### src/smsi_pkg.sv
package smsi_pkg;

   localparam int SMSI_NUM_CH = 2;
   localparam int SMSI_AW     = 8;

   // Register byte offsets
   localparam logic [7:0] SMSI_OFF_STAT0 = 8'h00;
   localparam logic [7:0] SMSI_OFF_STAT1 = 8'h04;
   localparam logic [7:0] SMSI_OFF_MSIEN = 8'h08;
   localparam logic [7:0] SMSI_OFF_ISTAT = 8'h0C;
   localparam logic [7:0] SMSI_OFF_IMASK = 8'h10;

   // Field positions of modem_line_status
   localparam int SMSI_BIT_CTS_CHG = 0;
   localparam int SMSI_BIT_SR_CHG  = 1;
   localparam int SMSI_BIT_CD_CHG  = 3;
   localparam int SMSI_BIT_CTS     = 4;
   localparam int SMSI_BIT_SR      = 5;
   localparam int SMSI_BIT_CD      = 7;

   // Position of each modem input in a channel's pin vector
   localparam int SMSI_IN_CTS = 0;
   localparam int SMSI_IN_SR  = 1;
   localparam int SMSI_IN_CD  = 2;
   localparam int SMSI_NUM_IN = 3;

   // Reset values
   localparam logic [1:0] SMSI_RST_MSIEN = 2'h0;
   localparam logic [1:0] SMSI_RST_IMASK = 2'h0;
   localparam logic [1:0] SMSI_RST_ISTAT = 2'h0;
   localparam logic       SMSI_RST_PIN   = 1'h1;

   localparam logic [1:0] SMSI_RESP_OKAY   = 2'h0;
   localparam logic [1:0] SMSI_RESP_SLVERR = 2'h2;

   typedef enum {
      SMSI_REG_STAT0,
      SMSI_REG_STAT1,
      SMSI_REG_MSIEN,
      SMSI_REG_ISTAT,
      SMSI_REG_IMASK,
      SMSI_REG_NONE
   } smsi_reg_e;

   function automatic smsi_reg_e smsi_decode(input logic [7:0] addr);
      case (addr)
         SMSI_OFF_STAT0: smsi_decode = SMSI_REG_STAT0;
         SMSI_OFF_STAT1: smsi_decode = SMSI_REG_STAT1;
         SMSI_OFF_MSIEN: smsi_decode = SMSI_REG_MSIEN;
         SMSI_OFF_ISTAT: smsi_decode = SMSI_REG_ISTAT;
         SMSI_OFF_IMASK: smsi_decode = SMSI_REG_IMASK;
         default:        smsi_decode = SMSI_REG_NONE;
      endcase
   endfunction

endpackage

### src/smsi_sync.sv
`timescale 1ns/1ps

module smsi_sync
   import smsi_pkg::*;
#(
   parameter int W = 6
) (
   input  wire logic         aclk,
   input  wire logic         aresetn,
   input  wire logic [W-1:0] d,
   output logic      [W-1:0] q
);

   logic [W-1:0] meta_q;

   // Idle modem lines sit high, so reset to high avoids a false change
   always_ff @(posedge aclk) begin
      if (!aresetn) begin
         meta_q <= {W{SMSI_RST_PIN}};
         q      <= {W{SMSI_RST_PIN}};
      end else begin
         meta_q <= d;
         q      <= meta_q;
      end
   end

   sync_delay_a: assert property (@(posedge aclk) disable iff (!aresetn)
      $past(aresetn) && $past(aresetn, 2) |-> q == $past(d, 2))
      else $error("synchroniser output does not follow input after two edges");

endmodule

### src/smsi_chan.sv
`timescale 1ns/1ps

module smsi_chan
   import smsi_pkg::*;
(
   input  wire logic                   aclk,
   input  wire logic                   aresetn,
   input  wire logic [SMSI_NUM_IN-1:0] lvl_n,
   input  wire logic                   rd_clr,
   output logic      [7:0]             stat,
   output logic                        chg_evt
);

   logic [SMSI_NUM_IN-1:0] lvl_q;
   logic [SMSI_NUM_IN-1:0] chg;
   logic [SMSI_NUM_IN-1:0] flag_q;

   assign chg = lvl_n ^ lvl_q;

   always_ff @(posedge aclk) begin
      if (!aresetn) begin
         lvl_q <= {SMSI_NUM_IN{SMSI_RST_PIN}};
      end else begin
         lvl_q <= lvl_n;
      end
   end

   // A change seen in the clearing cycle survives the read
   always_ff @(posedge aclk) begin
      if (!aresetn) begin
         flag_q <= '0;
      end else begin
         flag_q <= (flag_q & ~{SMSI_NUM_IN{rd_clr}}) | chg;
      end
   end

   always_ff @(posedge aclk) begin
      if (!aresetn) begin
         chg_evt <= 1'b0;
      end else begin
         chg_evt <= |chg;
      end
   end

   // Levels only feed status; nothing here reaches a transmitter
   always_comb begin
      stat                   = 8'h00;
      stat[SMSI_BIT_CTS]     = ~lvl_q[SMSI_IN_CTS];
      stat[SMSI_BIT_SR]      = ~lvl_q[SMSI_IN_SR];
      stat[SMSI_BIT_CD]      = ~lvl_q[SMSI_IN_CD];
      stat[SMSI_BIT_CTS_CHG] = flag_q[SMSI_IN_CTS];
      stat[SMSI_BIT_SR_CHG]  = flag_q[SMSI_IN_SR];
      stat[SMSI_BIT_CD_CHG]  = flag_q[SMSI_IN_CD];
   end

   cts_level_a: assert property (@(posedge aclk) disable iff (!aresetn)
      $past(aresetn) |-> stat[SMSI_BIT_CTS] == !$past(lvl_n[SMSI_IN_CTS]))
      else $error("clear-to-send status bit is not the inverted input");

   sr_level_a: assert property (@(posedge aclk) disable iff (!aresetn)
      $past(aresetn) |-> stat[SMSI_BIT_SR] == !$past(lvl_n[SMSI_IN_SR]))
      else $error("set-ready status bit is not the inverted input");

   cd_level_a: assert property (@(posedge aclk) disable iff (!aresetn)
      $past(aresetn) |-> stat[SMSI_BIT_CD] == !$past(lvl_n[SMSI_IN_CD]))
      else $error("carrier-detect status bit is not the inverted input");

   cts_change_a: assert property (@(posedge aclk) disable iff (!aresetn)
      $past(aresetn) && $past(aresetn, 2) && $past(lvl_n[SMSI_IN_CTS]) != $past(lvl_n[SMSI_IN_CTS], 2)
      |-> stat[SMSI_BIT_CTS_CHG])
      else $error("clear-to-send change not flagged");

   sr_change_a: assert property (@(posedge aclk) disable iff (!aresetn)
      $past(aresetn) && $past(aresetn, 2) && $past(lvl_n[SMSI_IN_SR]) != $past(lvl_n[SMSI_IN_SR], 2)
      |-> stat[SMSI_BIT_SR_CHG])
      else $error("set-ready change not flagged");

   cd_change_a: assert property (@(posedge aclk) disable iff (!aresetn)
      $past(aresetn) && $past(aresetn, 2) && $past(lvl_n[SMSI_IN_CD]) != $past(lvl_n[SMSI_IN_CD], 2)
      |-> stat[SMSI_BIT_CD_CHG])
      else $error("carrier-detect change not flagged");

   read_clear_a: assert property (@(posedge aclk) disable iff (!aresetn)
      $past(rd_clr) && $past(chg) == '0 |-> flag_q == '0)
      else $error("change flags not cleared by status read");

endmodule

### src/smsi_top.sv
// Implementation choices: the placing of the registers and register access over AXI4-Lite.
`timescale 1ns/1ps

// Overview of operation
// - Status bit 4 is inverted clear-to-send
// - Bit 0 flags clear-to-send change since read
// - Clear-to-send change interrupts when enabled
// - Clear-to-send never alters transmitter operation
// - Status bit 7 is inverted carrier-detect
// - Bit 3 flags carrier-detect change since read
// - Carrier-detect change interrupts when enabled
// - Each channel keeps its own flags
// - Status bit 5 is inverted set-ready
// - Bit 1 flags set-ready change, interrupts
module smsi_top
   import smsi_pkg::*;
(
   input  wire logic                   aclk,
   input  wire logic                   aresetn,
   input  wire logic [SMSI_AW-1:0]     s_axi_awaddr,
   input  wire logic                   s_axi_awvalid,
   output logic                        s_axi_awready,
   input  wire logic [31:0]            s_axi_wdata,
   input  wire logic [3:0]             s_axi_wstrb,
   input  wire logic                   s_axi_wvalid,
   output logic                        s_axi_wready,
   output logic      [1:0]             s_axi_bresp,
   output logic                        s_axi_bvalid,
   input  wire logic                   s_axi_bready,
   input  wire logic [SMSI_AW-1:0]     s_axi_araddr,
   input  wire logic                   s_axi_arvalid,
   output logic                        s_axi_arready,
   output logic      [31:0]            s_axi_rdata,
   output logic      [1:0]             s_axi_rresp,
   output logic                        s_axi_rvalid,
   input  wire logic                   s_axi_rready,
   input  wire logic [SMSI_NUM_CH-1:0] cts_n,
   input  wire logic [SMSI_NUM_CH-1:0] sr_n,
   input  wire logic [SMSI_NUM_CH-1:0] cd_n,
   output logic      [SMSI_NUM_CH-1:0] chan_irq,
   output logic                        irq
);

   ////////////////////////////////////////////////////////////////////////

   localparam int PW = SMSI_NUM_CH * SMSI_NUM_IN;

   logic [PW-1:0]          pins_raw;
   logic [PW-1:0]          pins_sync;
   logic [7:0]             chan_stat [SMSI_NUM_CH];
   logic [SMSI_NUM_CH-1:0] chan_evt;
   logic [SMSI_NUM_CH-1:0] flag_any;
   logic [SMSI_NUM_CH-1:0] rd_clr;

   logic                   aw_full_q;
   logic [SMSI_AW-1:0]     aw_addr_q;
   logic                   w_full_q;
   logic [7:0]             w_data_q;
   logic                   w_lane0_q;
   logic                   aw_take;
   logic                   w_take;
   logic                   do_write;
   logic                   rd_take;
   smsi_reg_e              wr_sel;
   smsi_reg_e              rd_sel;
   logic [31:0]            rd_word;

   logic [1:0]             msi_en_q;
   logic [1:0]             int_status_q;
   logic [1:0]             int_mask_q;
   logic [1:0]             istat_clr;

   ////////////////////////////////////////////////////////////////////////
   // Modem inputs idle high; reset of the synchroniser matches that

   genvar gi;
   generate
      for (gi = 0; gi < SMSI_NUM_CH; gi++) begin : g_pins
         assign pins_raw[gi*SMSI_NUM_IN + SMSI_IN_CTS] = cts_n[gi];
         assign pins_raw[gi*SMSI_NUM_IN + SMSI_IN_SR]  = sr_n[gi];
         assign pins_raw[gi*SMSI_NUM_IN + SMSI_IN_CD]  = cd_n[gi];
      end
   endgenerate

   smsi_sync #(
      .W (PW)
   ) u_sync (
      .aclk    (aclk),
      .aresetn (aresetn),
      .d       (pins_raw),
      .q       (pins_sync)
   );

   ////////////////////////////////////////////////////////////////////////
   // One independent status channel per serial port

   generate
      for (gi = 0; gi < SMSI_NUM_CH; gi++) begin : g_chan
         smsi_chan u_chan (
            .aclk    (aclk),
            .aresetn (aresetn),
            .lvl_n   (pins_sync[gi*SMSI_NUM_IN +: SMSI_NUM_IN]),
            .rd_clr  (rd_clr[gi]),
            .stat    (chan_stat[gi]),
            .chg_evt (chan_evt[gi])
         );

         assign flag_any[gi] = chan_stat[gi][SMSI_BIT_CTS_CHG]
                             | chan_stat[gi][SMSI_BIT_SR_CHG]
                             | chan_stat[gi][SMSI_BIT_CD_CHG];

         assign rd_clr[gi] = rd_take &&
            (rd_sel == ((gi == 0) ? SMSI_REG_STAT0 : SMSI_REG_STAT1));
      end
   endgenerate

   ////////////////////////////////////////////////////////////////////////
   // Write address and data are taken independently, in any order

   assign aw_take  = s_axi_awvalid && s_axi_awready;
   assign w_take   = s_axi_wvalid && s_axi_wready;
   assign do_write = aw_full_q && w_full_q && !s_axi_bvalid;
   assign wr_sel   = smsi_decode(aw_addr_q);

   always_ff @(posedge aclk) begin
      if (!aresetn) begin
         aw_full_q     <= 1'b0;
         aw_addr_q     <= '0;
         s_axi_awready <= 1'b0;
      end else if (aw_take) begin
         aw_full_q     <= 1'b1;
         aw_addr_q     <= s_axi_awaddr;
         s_axi_awready <= 1'b0;
      end else begin
         if (do_write) begin
            aw_full_q <= 1'b0;
         end
         s_axi_awready <= do_write || !aw_full_q;
      end
   end

   always_ff @(posedge aclk) begin
      if (!aresetn) begin
         w_full_q     <= 1'b0;
         w_data_q     <= 8'h00;
         w_lane0_q    <= 1'b0;
         s_axi_wready <= 1'b0;
      end else if (w_take) begin
         w_full_q     <= 1'b1;
         w_data_q     <= s_axi_wdata[7:0];
         w_lane0_q    <= s_axi_wstrb[0];
         s_axi_wready <= 1'b0;
      end else begin
         if (do_write) begin
            w_full_q <= 1'b0;
         end
         s_axi_wready <= do_write || !w_full_q;
      end
   end

   always_ff @(posedge aclk) begin
      if (!aresetn) begin
         s_axi_bvalid <= 1'b0;
         s_axi_bresp  <= SMSI_RESP_OKAY;
      end else if (do_write) begin
         s_axi_bvalid <= 1'b1;
         s_axi_bresp  <= (wr_sel == SMSI_REG_NONE) ? SMSI_RESP_SLVERR : SMSI_RESP_OKAY;
      end else if (s_axi_bready) begin
         s_axi_bvalid <= 1'b0;
      end
   end

   ////////////////////////////////////////////////////////////////////////
   // Control registers; status words ignore writes

   always_ff @(posedge aclk) begin
      if (!aresetn) begin
         msi_en_q   <= SMSI_RST_MSIEN;
         int_mask_q <= SMSI_RST_IMASK;
      end else if (do_write && w_lane0_q) begin
         if (wr_sel == SMSI_REG_MSIEN) begin
            msi_en_q <= w_data_q[1:0];
         end
         if (wr_sel == SMSI_REG_IMASK) begin
            int_mask_q <= w_data_q[1:0];
         end
      end
   end

   assign istat_clr = (do_write && w_lane0_q && wr_sel == SMSI_REG_ISTAT)
                    ? w_data_q[1:0] : 2'h0;

   // Set beats write-one-to-clear in the same cycle
   always_ff @(posedge aclk) begin
      if (!aresetn) begin
         int_status_q <= SMSI_RST_ISTAT;
      end else begin
         int_status_q <= (int_status_q & ~istat_clr) | chan_evt;
      end
   end

   ////////////////////////////////////////////////////////////////////////
   // Read channel: one outstanding read, answered the next edge

   assign rd_take = s_axi_arvalid && s_axi_arready;
   assign rd_sel  = smsi_decode(s_axi_araddr);

   always_comb begin
      rd_word = 32'h0000_0000;
      case (rd_sel)
         SMSI_REG_STAT0: rd_word[7:0] = chan_stat[0];
         SMSI_REG_STAT1: rd_word[7:0] = chan_stat[1];
         SMSI_REG_MSIEN: rd_word[1:0] = msi_en_q;
         SMSI_REG_ISTAT: rd_word[1:0] = int_status_q;
         SMSI_REG_IMASK: rd_word[1:0] = int_mask_q;
         default:        rd_word      = 32'h0000_0000;
      endcase
   end

   // Data is captured before the flags clear on the same edge
   always_ff @(posedge aclk) begin
      if (!aresetn) begin
         s_axi_rvalid <= 1'b0;
         s_axi_rdata  <= 32'h0000_0000;
         s_axi_rresp  <= SMSI_RESP_OKAY;
      end else if (rd_take) begin
         s_axi_rvalid <= 1'b1;
         s_axi_rdata  <= rd_word;
         s_axi_rresp  <= (rd_sel == SMSI_REG_NONE) ? SMSI_RESP_SLVERR : SMSI_RESP_OKAY;
      end else if (s_axi_rready) begin
         s_axi_rvalid <= 1'b0;
      end
   end

   always_ff @(posedge aclk) begin
      if (!aresetn) begin
         s_axi_arready <= 1'b0;
      end else begin
         s_axi_arready <= !(rd_take || (s_axi_rvalid && !s_axi_rready));
      end
   end

   ////////////////////////////////////////////////////////////////////////
   // Interrupts

   always_ff @(posedge aclk) begin
      if (!aresetn) begin
         chan_irq <= '0;
      end else begin
         chan_irq <= msi_en_q & flag_any;
      end
   end

   always_ff @(posedge aclk) begin
      if (!aresetn) begin
         irq <= 1'b0;
      end else begin
         irq <= |(int_status_q & int_mask_q);
      end
   end

   ////////////////////////////////////////////////////////////////////////

   cts_irq_a: assert property (@(posedge aclk) disable iff (!aresetn)
      $past(aresetn) && $past(msi_en_q[0]) && $past(chan_stat[0][SMSI_BIT_CTS_CHG])
      |-> chan_irq[0])
      else $error("clear-to-send change did not raise channel 0 interrupt");

   cd_irq_a: assert property (@(posedge aclk) disable iff (!aresetn)
      $past(aresetn) && $past(msi_en_q[1]) && $past(chan_stat[1][SMSI_BIT_CD_CHG])
      |-> chan_irq[1])
      else $error("carrier-detect change did not raise channel 1 interrupt");

   sr_irq_a: assert property (@(posedge aclk) disable iff (!aresetn)
      $past(aresetn) && $past(msi_en_q[0]) && $past(chan_stat[0][SMSI_BIT_SR_CHG])
      |-> chan_irq[0])
      else $error("set-ready change did not raise channel 0 interrupt");

   irq_off_a: assert property (@(posedge aclk) disable iff (!aresetn)
      $past(aresetn) && !$past(msi_en_q[0]) |-> !chan_irq[0])
      else $error("channel 0 interrupt raised while disabled");

   read_answer_a: assert property (@(posedge aclk) disable iff (!aresetn)
      rd_take && rd_sel == SMSI_REG_STAT0
      |=> s_axi_rvalid && s_axi_rdata[7:0] == $past(chan_stat[0]))
      else $error("status read did not return the pre-clear value");

   irq_out_a: assert property (@(posedge aclk) disable iff (!aresetn)
      (int_status_q & int_mask_q) != 2'h0 |=> irq)
      else $error("unmasked status bit did not raise irq");

   // Set must win over a clear in the same cycle
   istat_set_a: assert property (@(posedge aclk) disable iff (!aresetn)
      chan_evt[0] |=> int_status_q[0])
      else $error("channel 0 event did not set interrupt status");

   istat_clear_a: assert property (@(posedge aclk) disable iff (!aresetn)
      istat_clr[1] && !chan_evt[1] |=> !int_status_q[1])
      else $error("write of one did not clear interrupt status");

   chan_iso_a: assert property (@(posedge aclk) disable iff (!aresetn)
      $past(aresetn) && $stable(pins_sync[SMSI_NUM_IN +: SMSI_NUM_IN])
      && chan_stat[1][SMSI_BIT_CD_CHG:SMSI_BIT_CTS_CHG] == 4'h0
      |=> chan_stat[1][SMSI_BIT_CD_CHG:SMSI_BIT_CTS_CHG] == 4'h0)
      else $error("channel 1 flagged a change its own inputs did not make");

endmodule

### config.mk
export PLATFORM = sky130hd
export DESIGN_NAME = smsi_top
export DESIGN_NICKNAME = d
export VERILOG_FILES = /design/src/smsi_pkg.sv /design/src/smsi_sync.sv /design/src/smsi_chan.sv /design/src/smsi_top.sv
export SDC_FILE = /design/constraint.sdc
export NUM_CORES = 1
export LEC_CHECK = 0
export BUFFER_PORTS_ARGS = -buffer_cell sky130_fd_sc_hd__clkbuf_2
export CORE_ASPECT_RATIO = 0.6
export CORE_MARGIN = 10
export CORE_UTILIZATION = 50
export DETAILED_ROUTE_END_ITERATION = 12
export GPL_ROUTABILITY_DRIVEN = 0
export PLACE_DENSITY = 0.84
export SYNTH_ARGS = -nofsm -noshare
export SYNTH_HDL_FRONTEND = slang
export SYNTH_SLANG_ARGS = --single-unit
### constraint.sdc
create_clock -name aclk -period 4.7 [get_ports aclk]
set_input_delay 0.94 -clock aclk [delete_from_list [all_inputs] [get_ports aclk]]
set_output_delay 0.94 -clock aclk [all_outputs]
set_load 0.02 [all_outputs]
## Word level (Yosys, flattened, before mapping)

Index checks and enable logic that the tools add are counted.

- Eq/ne operators: 18
- Muxes and demuxes: 14
- Bitwise gates (word level): 24
- Reduce and logical (&&, ||, !) cells: 33

Operators with widths:

| kind | count |
|---|---|
| $eq A32 B2 Y1 const B | 3 |
| $eq A32 B3 Y1 const B | 3 |
| $eq A32 B4 Y1 const B | 3 |
| $logic_not A32 Y1 | 2 |
| $eq A32 B1 Y1 const B | 1 |
| $eq A8 B4 Y1 const B | 4 |
| $pmux W3 S5 | 2 |
| $eq A8 B3 Y1 const B | 2 |
| $eq A8 B5 Y1 const B | 2 |
| $logic_not A8 Y1 | 2 |
| $pmux W6 S2 | 1 |
| $logic_and A1 B1 Y1 | 10 |
| $pmux W2 S5 | 1 |
| $reduce_bool A2 Y1 | 4 |
| $mux W1 | 7 |
| $not A1 Y1 | 7 |
| $and A2 B2 Y2 | 3 |
| $and A3 B3 Y3 | 2 |
| $mux W2 | 3 |
| $not A3 Y3 | 2 |
| $or A3 B3 Y3 | 2 |
| $reduce_or A2 Y1 | 3 |
| $reduce_or A3 Y1 | 2 |
| $xor A3 B3 Y3 | 2 |
| 6 further kinds | 16 |

- Flip-flop bits (word level): 65
- Word-level logic and storage cells: 115

## Longest topological paths before layout

- Depth after elaboration: 8
- Depth in mapped cells: 5
- Depth with buffers taken out: 4

## By module

A second synthesis with hierarchy kept.

- Cells, all modules: 286
- Area, all modules: 2662.6 µm²

By module, submodules not included:

| module | instances | cells an instance | area an instance (µm²) | sequential area each (µm²) |
|---|---|---|---|---|
| smsi_top | 1 | 207 | 1805.5 | 740.7 |
| smsi_chan | 2 | 27 | 259.0 | 140.1 |
| smsi_sync | 1 | 25 | 339.1 | 240.2 |

## Worst setup path after synthesis

Ideal clock, no wire load.

- Path kind: input-to-reg
- From: input port s_axi_araddr[7]
- To: register s_axi_rdata[3]
- Library setup time: 0.059 ns
- Arrival time: 1.908 ns
- Data required time: 4.641 ns
- Slack: 2.733 ns
- Cell stages on the path: 4
- Path through: nor4bb_1 -> nand4b_1 -> o221ai_1 -> and2_1

- Cells in the longest elaborated chain, start to end: 4
- Elaborated cells on any way between the ends: 9

Ends and longest elaborated chain:

| what | line | text |
|---|---|---|
| start, declared | smsi_top.sv:30 | `input wire logic [SMSI_AW-1:0] s_axi_araddr,` |
| $eq A8 B5 Y1 (tied with other cells) | smsi_pkg.sv:46 | `case (addr)` |
| $pmux W3 S5 * | smsi_pkg.sv:46 |  |
| $eq A32 B1 Y1 / $logic_not A32 Y1 (equally long branches) | smsi_top.sv:210 | `case (rd_sel)` |
| $pmux W6 S2 * | smsi_top.sv:210 |  |
| end signal, assigned | smsi_top.sv:228 | `s_axi_rdata <= rd_word;` |
| end, declared | smsi_top.sv:33 | `output logic [31:0] s_axi_rdata,` |

Mark *: on every way between the ends. The rest lies on a longest branch, timed or not.
A chain may end at the register's enable or synchronous reset.

## Final worst setup path

- From: input port s_axi_arvalid
- To: register s_axi_rdata[4]

- Cells in the longest elaborated chain, start to end: 1

Ends and longest elaborated chain:

| what | line | text |
|---|---|---|
| start, declared | smsi_top.sv:31 | `input wire logic s_axi_arvalid,` |
| $logic_and A1 B1 Y1 | smsi_top.sv:205 | `assign rd_take = s_axi_arvalid && s_axi_arready;` |

No other way between the ends.

==> results.md <==
* Synth area leader: dfxtp_1
* EDFF count, synth at 0
* Mapped Cells at 256
* Reg-to-Reg Start: s_axi_arready
* Req. time, crit path at 4.98 ns
* FP Rows at 19
* Routed wire length at 5130 um
* Postcts setup bufs at 0
* Initial Util at 53.3%
* CTS Root Cell: clkbuf_8
* Die Span Y at 74.7 um
* Via Count at 1813
* Global-route wire length before repair at 8410 um
* RSZ-0062 raised after global routing: no
* CTS Hold Buffers Added at 0
* Dpl hpwl at 3840 um
* Slew HR at 33.0%
* FFs w/ async S/R, synth at 0%
* WP data arrival at 2.35 ns
* Synthesized area at 2490 sq um
* Gr usage total at 12.5%
* IO Port Bufs at 47
* DIE WIDTH at 111 um
* Largest cells by area after synthesis: dfxtp_1, buf_4, nand2b_1
* Final Setup Violations at 0
* Final hold vios at 0
* DR iter-0 viols at 103
* Grt total ovfl at 0
* Logic pwr share at 8.1%
* DP Worst Slack at 2.33 ns
* Final worst slack at 2.63 ns
* Leakage power at 1.20 nW
* Worst skew pair latency at 0.34 ns
* H-tree levels at 3
* Layout area overhead at 16.8%
* Post-synthesis sequential area ratio at 48.9%
* Worst-path clk slew at 0.07 ns
* Outcome: finished, final reports clean
* Worst Path Max Fanout at 7
* Share of layout cells above drive strength 1 at 21.4%
* Switching Fraction at 23.7%
* Routed WL per cell at 13.8 um
* Nets at 369
* Worst-Margin Slew at 1.01 ns
* I/O Pins at 109
* Top post-synthesis cells by count: dfxtp_1, buf_4, nand2b_1
* Design Area, Final at 2910 sq um
* Most common cell in the netlist: dfxtp_1
* Resized Gates After CTS at 0
* Syn_area_per_cell at 9.75 sq um
* Fillers at 417
* Clock tree buffer depth at 2
* CP Capture Type: flop
* Largest net degree at the start of global routing at 63
* Most used DFF post-synth: dfxtp_1
* Dpl cell area at 2670 sq um
* Period minus WS final at 2.07 ns
* Yosys warnings at 0
* Post-DR vias/cell at 4.87
* Power Density at 419 nW/um^2
* Vias in the first global route at 1779
* CP Launch Type: input pin
* Max Cap Viol at 0
* Peak supply drop at 0.323 mV
* Initial antenna violation count at 0
* Crit Path Class: input pin to flop
* Max frequency at 484 MHz
* Final slew viol count at 0
* Synth top area share at 48.9%
* DRC viols at 0
* CP startpoint: s_axi_arvalid
* Crit share post-route at 44.0%
* Post-synthesis register bit count at 61
* Clock sinks at 61
* Clock Power Share at 46.1%
* Hold Crit Class: flop to flop
* CTS tree: built
* P_sw at 0.000290 W
* Reg power frac at 45.7%
* Core Region at 4680 sq um
* Post-synthesis cell type count at 33
* Post-route setup TNS at 0 ns
* Die ar. at 8310 sq um
* Hold_sp: u_sync.meta_q[5]
* Post-route ant nets at 0
* Pre-antenna DRT Iters at 4
* Diodes inserted at 0
* Final Skew at 0.00696 ns
* Internal Pwr Total at 0.000931 W
* Num CTS Buffers at 9
## power groups by stage
stage | Sequential (W) | Combinational, W | Clock (W)
floorplan | 0.000568 | 0.0000866 | 0
global placement | 0.000569 | 0.0000960 | 0
detailed placement | 0.000570 | 0.0000983 | 0
CTS | 0.000558 | 0.0000988 | 0.000574
global route | 0.000562 | 0.000111 | 0.000600
finish | 0.000558 | 0.0000993 | 0.000564
## critical path: stages
cell and delay [ns]:
clkbuf_2 0.08, nor4bb_1 0.42, nand4b_1 0.42, o221ai_1 0.33, and2_1 0.15
## stage by stage
step                      hold slack [ns]  utilization, %  power, W  instances
after global routing                0.433            62.2   0.00127        372
after CTS                           0.412            62.2   0.00123        372
after floorplan                     0.386               -  0.000655        283
final                               0.409            62.2   0.00122        372
after detailed placement            0.392            56.9  0.000668        356
after global placement              0.389            56.9  0.000665        356
## logic make-up after synthesis
kind of cell,count (synthesis),share of synthesized area (%)
xor gates and xnor gates,6,2.11
muxes,8,3.21
and+or+nand+nor,91,22.3
DFF,61,48.9
other,1,0.150
AOI/OAI and AO/OA,46,12.6
buffers and inverters,43,10.7
## state kept, by name, summed over array words and instances (netlist names), 2 cells and up
signal and count:
aw_addr_q 8, g_chan.u_chan.chg_evt 2, g_chan.u_chan.flag_q 6, msi_en_q 2
u_sync.meta_q 6, int_status_q 2, int_mask_q 2, g_chan.u_chan.lvl_q 6
chan_irq 2, w_data_q 2, u_sync.q 6, s_axi_rdata 6
## cell type report
class                      count  area (sq um)  share of cell area [%]
clock buffer                   9           124                    4.25
clock inverter                 7           123                    4.21
inverter                       6          22.5                   0.773
multi-input combinational    179          1110                    38.1
sequential                    61          1220                    41.9
tap                           63          78.8                    2.71
timing repair buffer          47           235                    8.08
## routing by layer
metal	global-route usage, %	part of all wire, %	up-vias
met5	0	0	-
met1	14.7	47	834
met2	19.7	44	55
li1	-	-	919
met4	2.98	0.68	0
met3	7.14	8.2	5
## cell usage in the layout (no fill, tap or decap), types with 9 or more instances in the layout
master    count
clkbuf_2     47
nand3_1      14
nand2b_1     23
clkbuf_8      9
nand2_1      18
a21boi_0     15
conb_1       28
dfxtp_1      61
nor2b_1      13
a21oi_1       9
## worst paths after layout
path                            slack [ns]              to  cells after the start
worst max-delay path                  2.63  s_axi_rdata[4]                      5
worst min-delay path                  0.41     u_sync.q[5]                      1
worst max register to register        2.96  s_axi_rdata[4]                      4
worst min register to register        0.41     u_sync.q[5]                      1
Note: power is estimated with default switching activity, not from simulation.
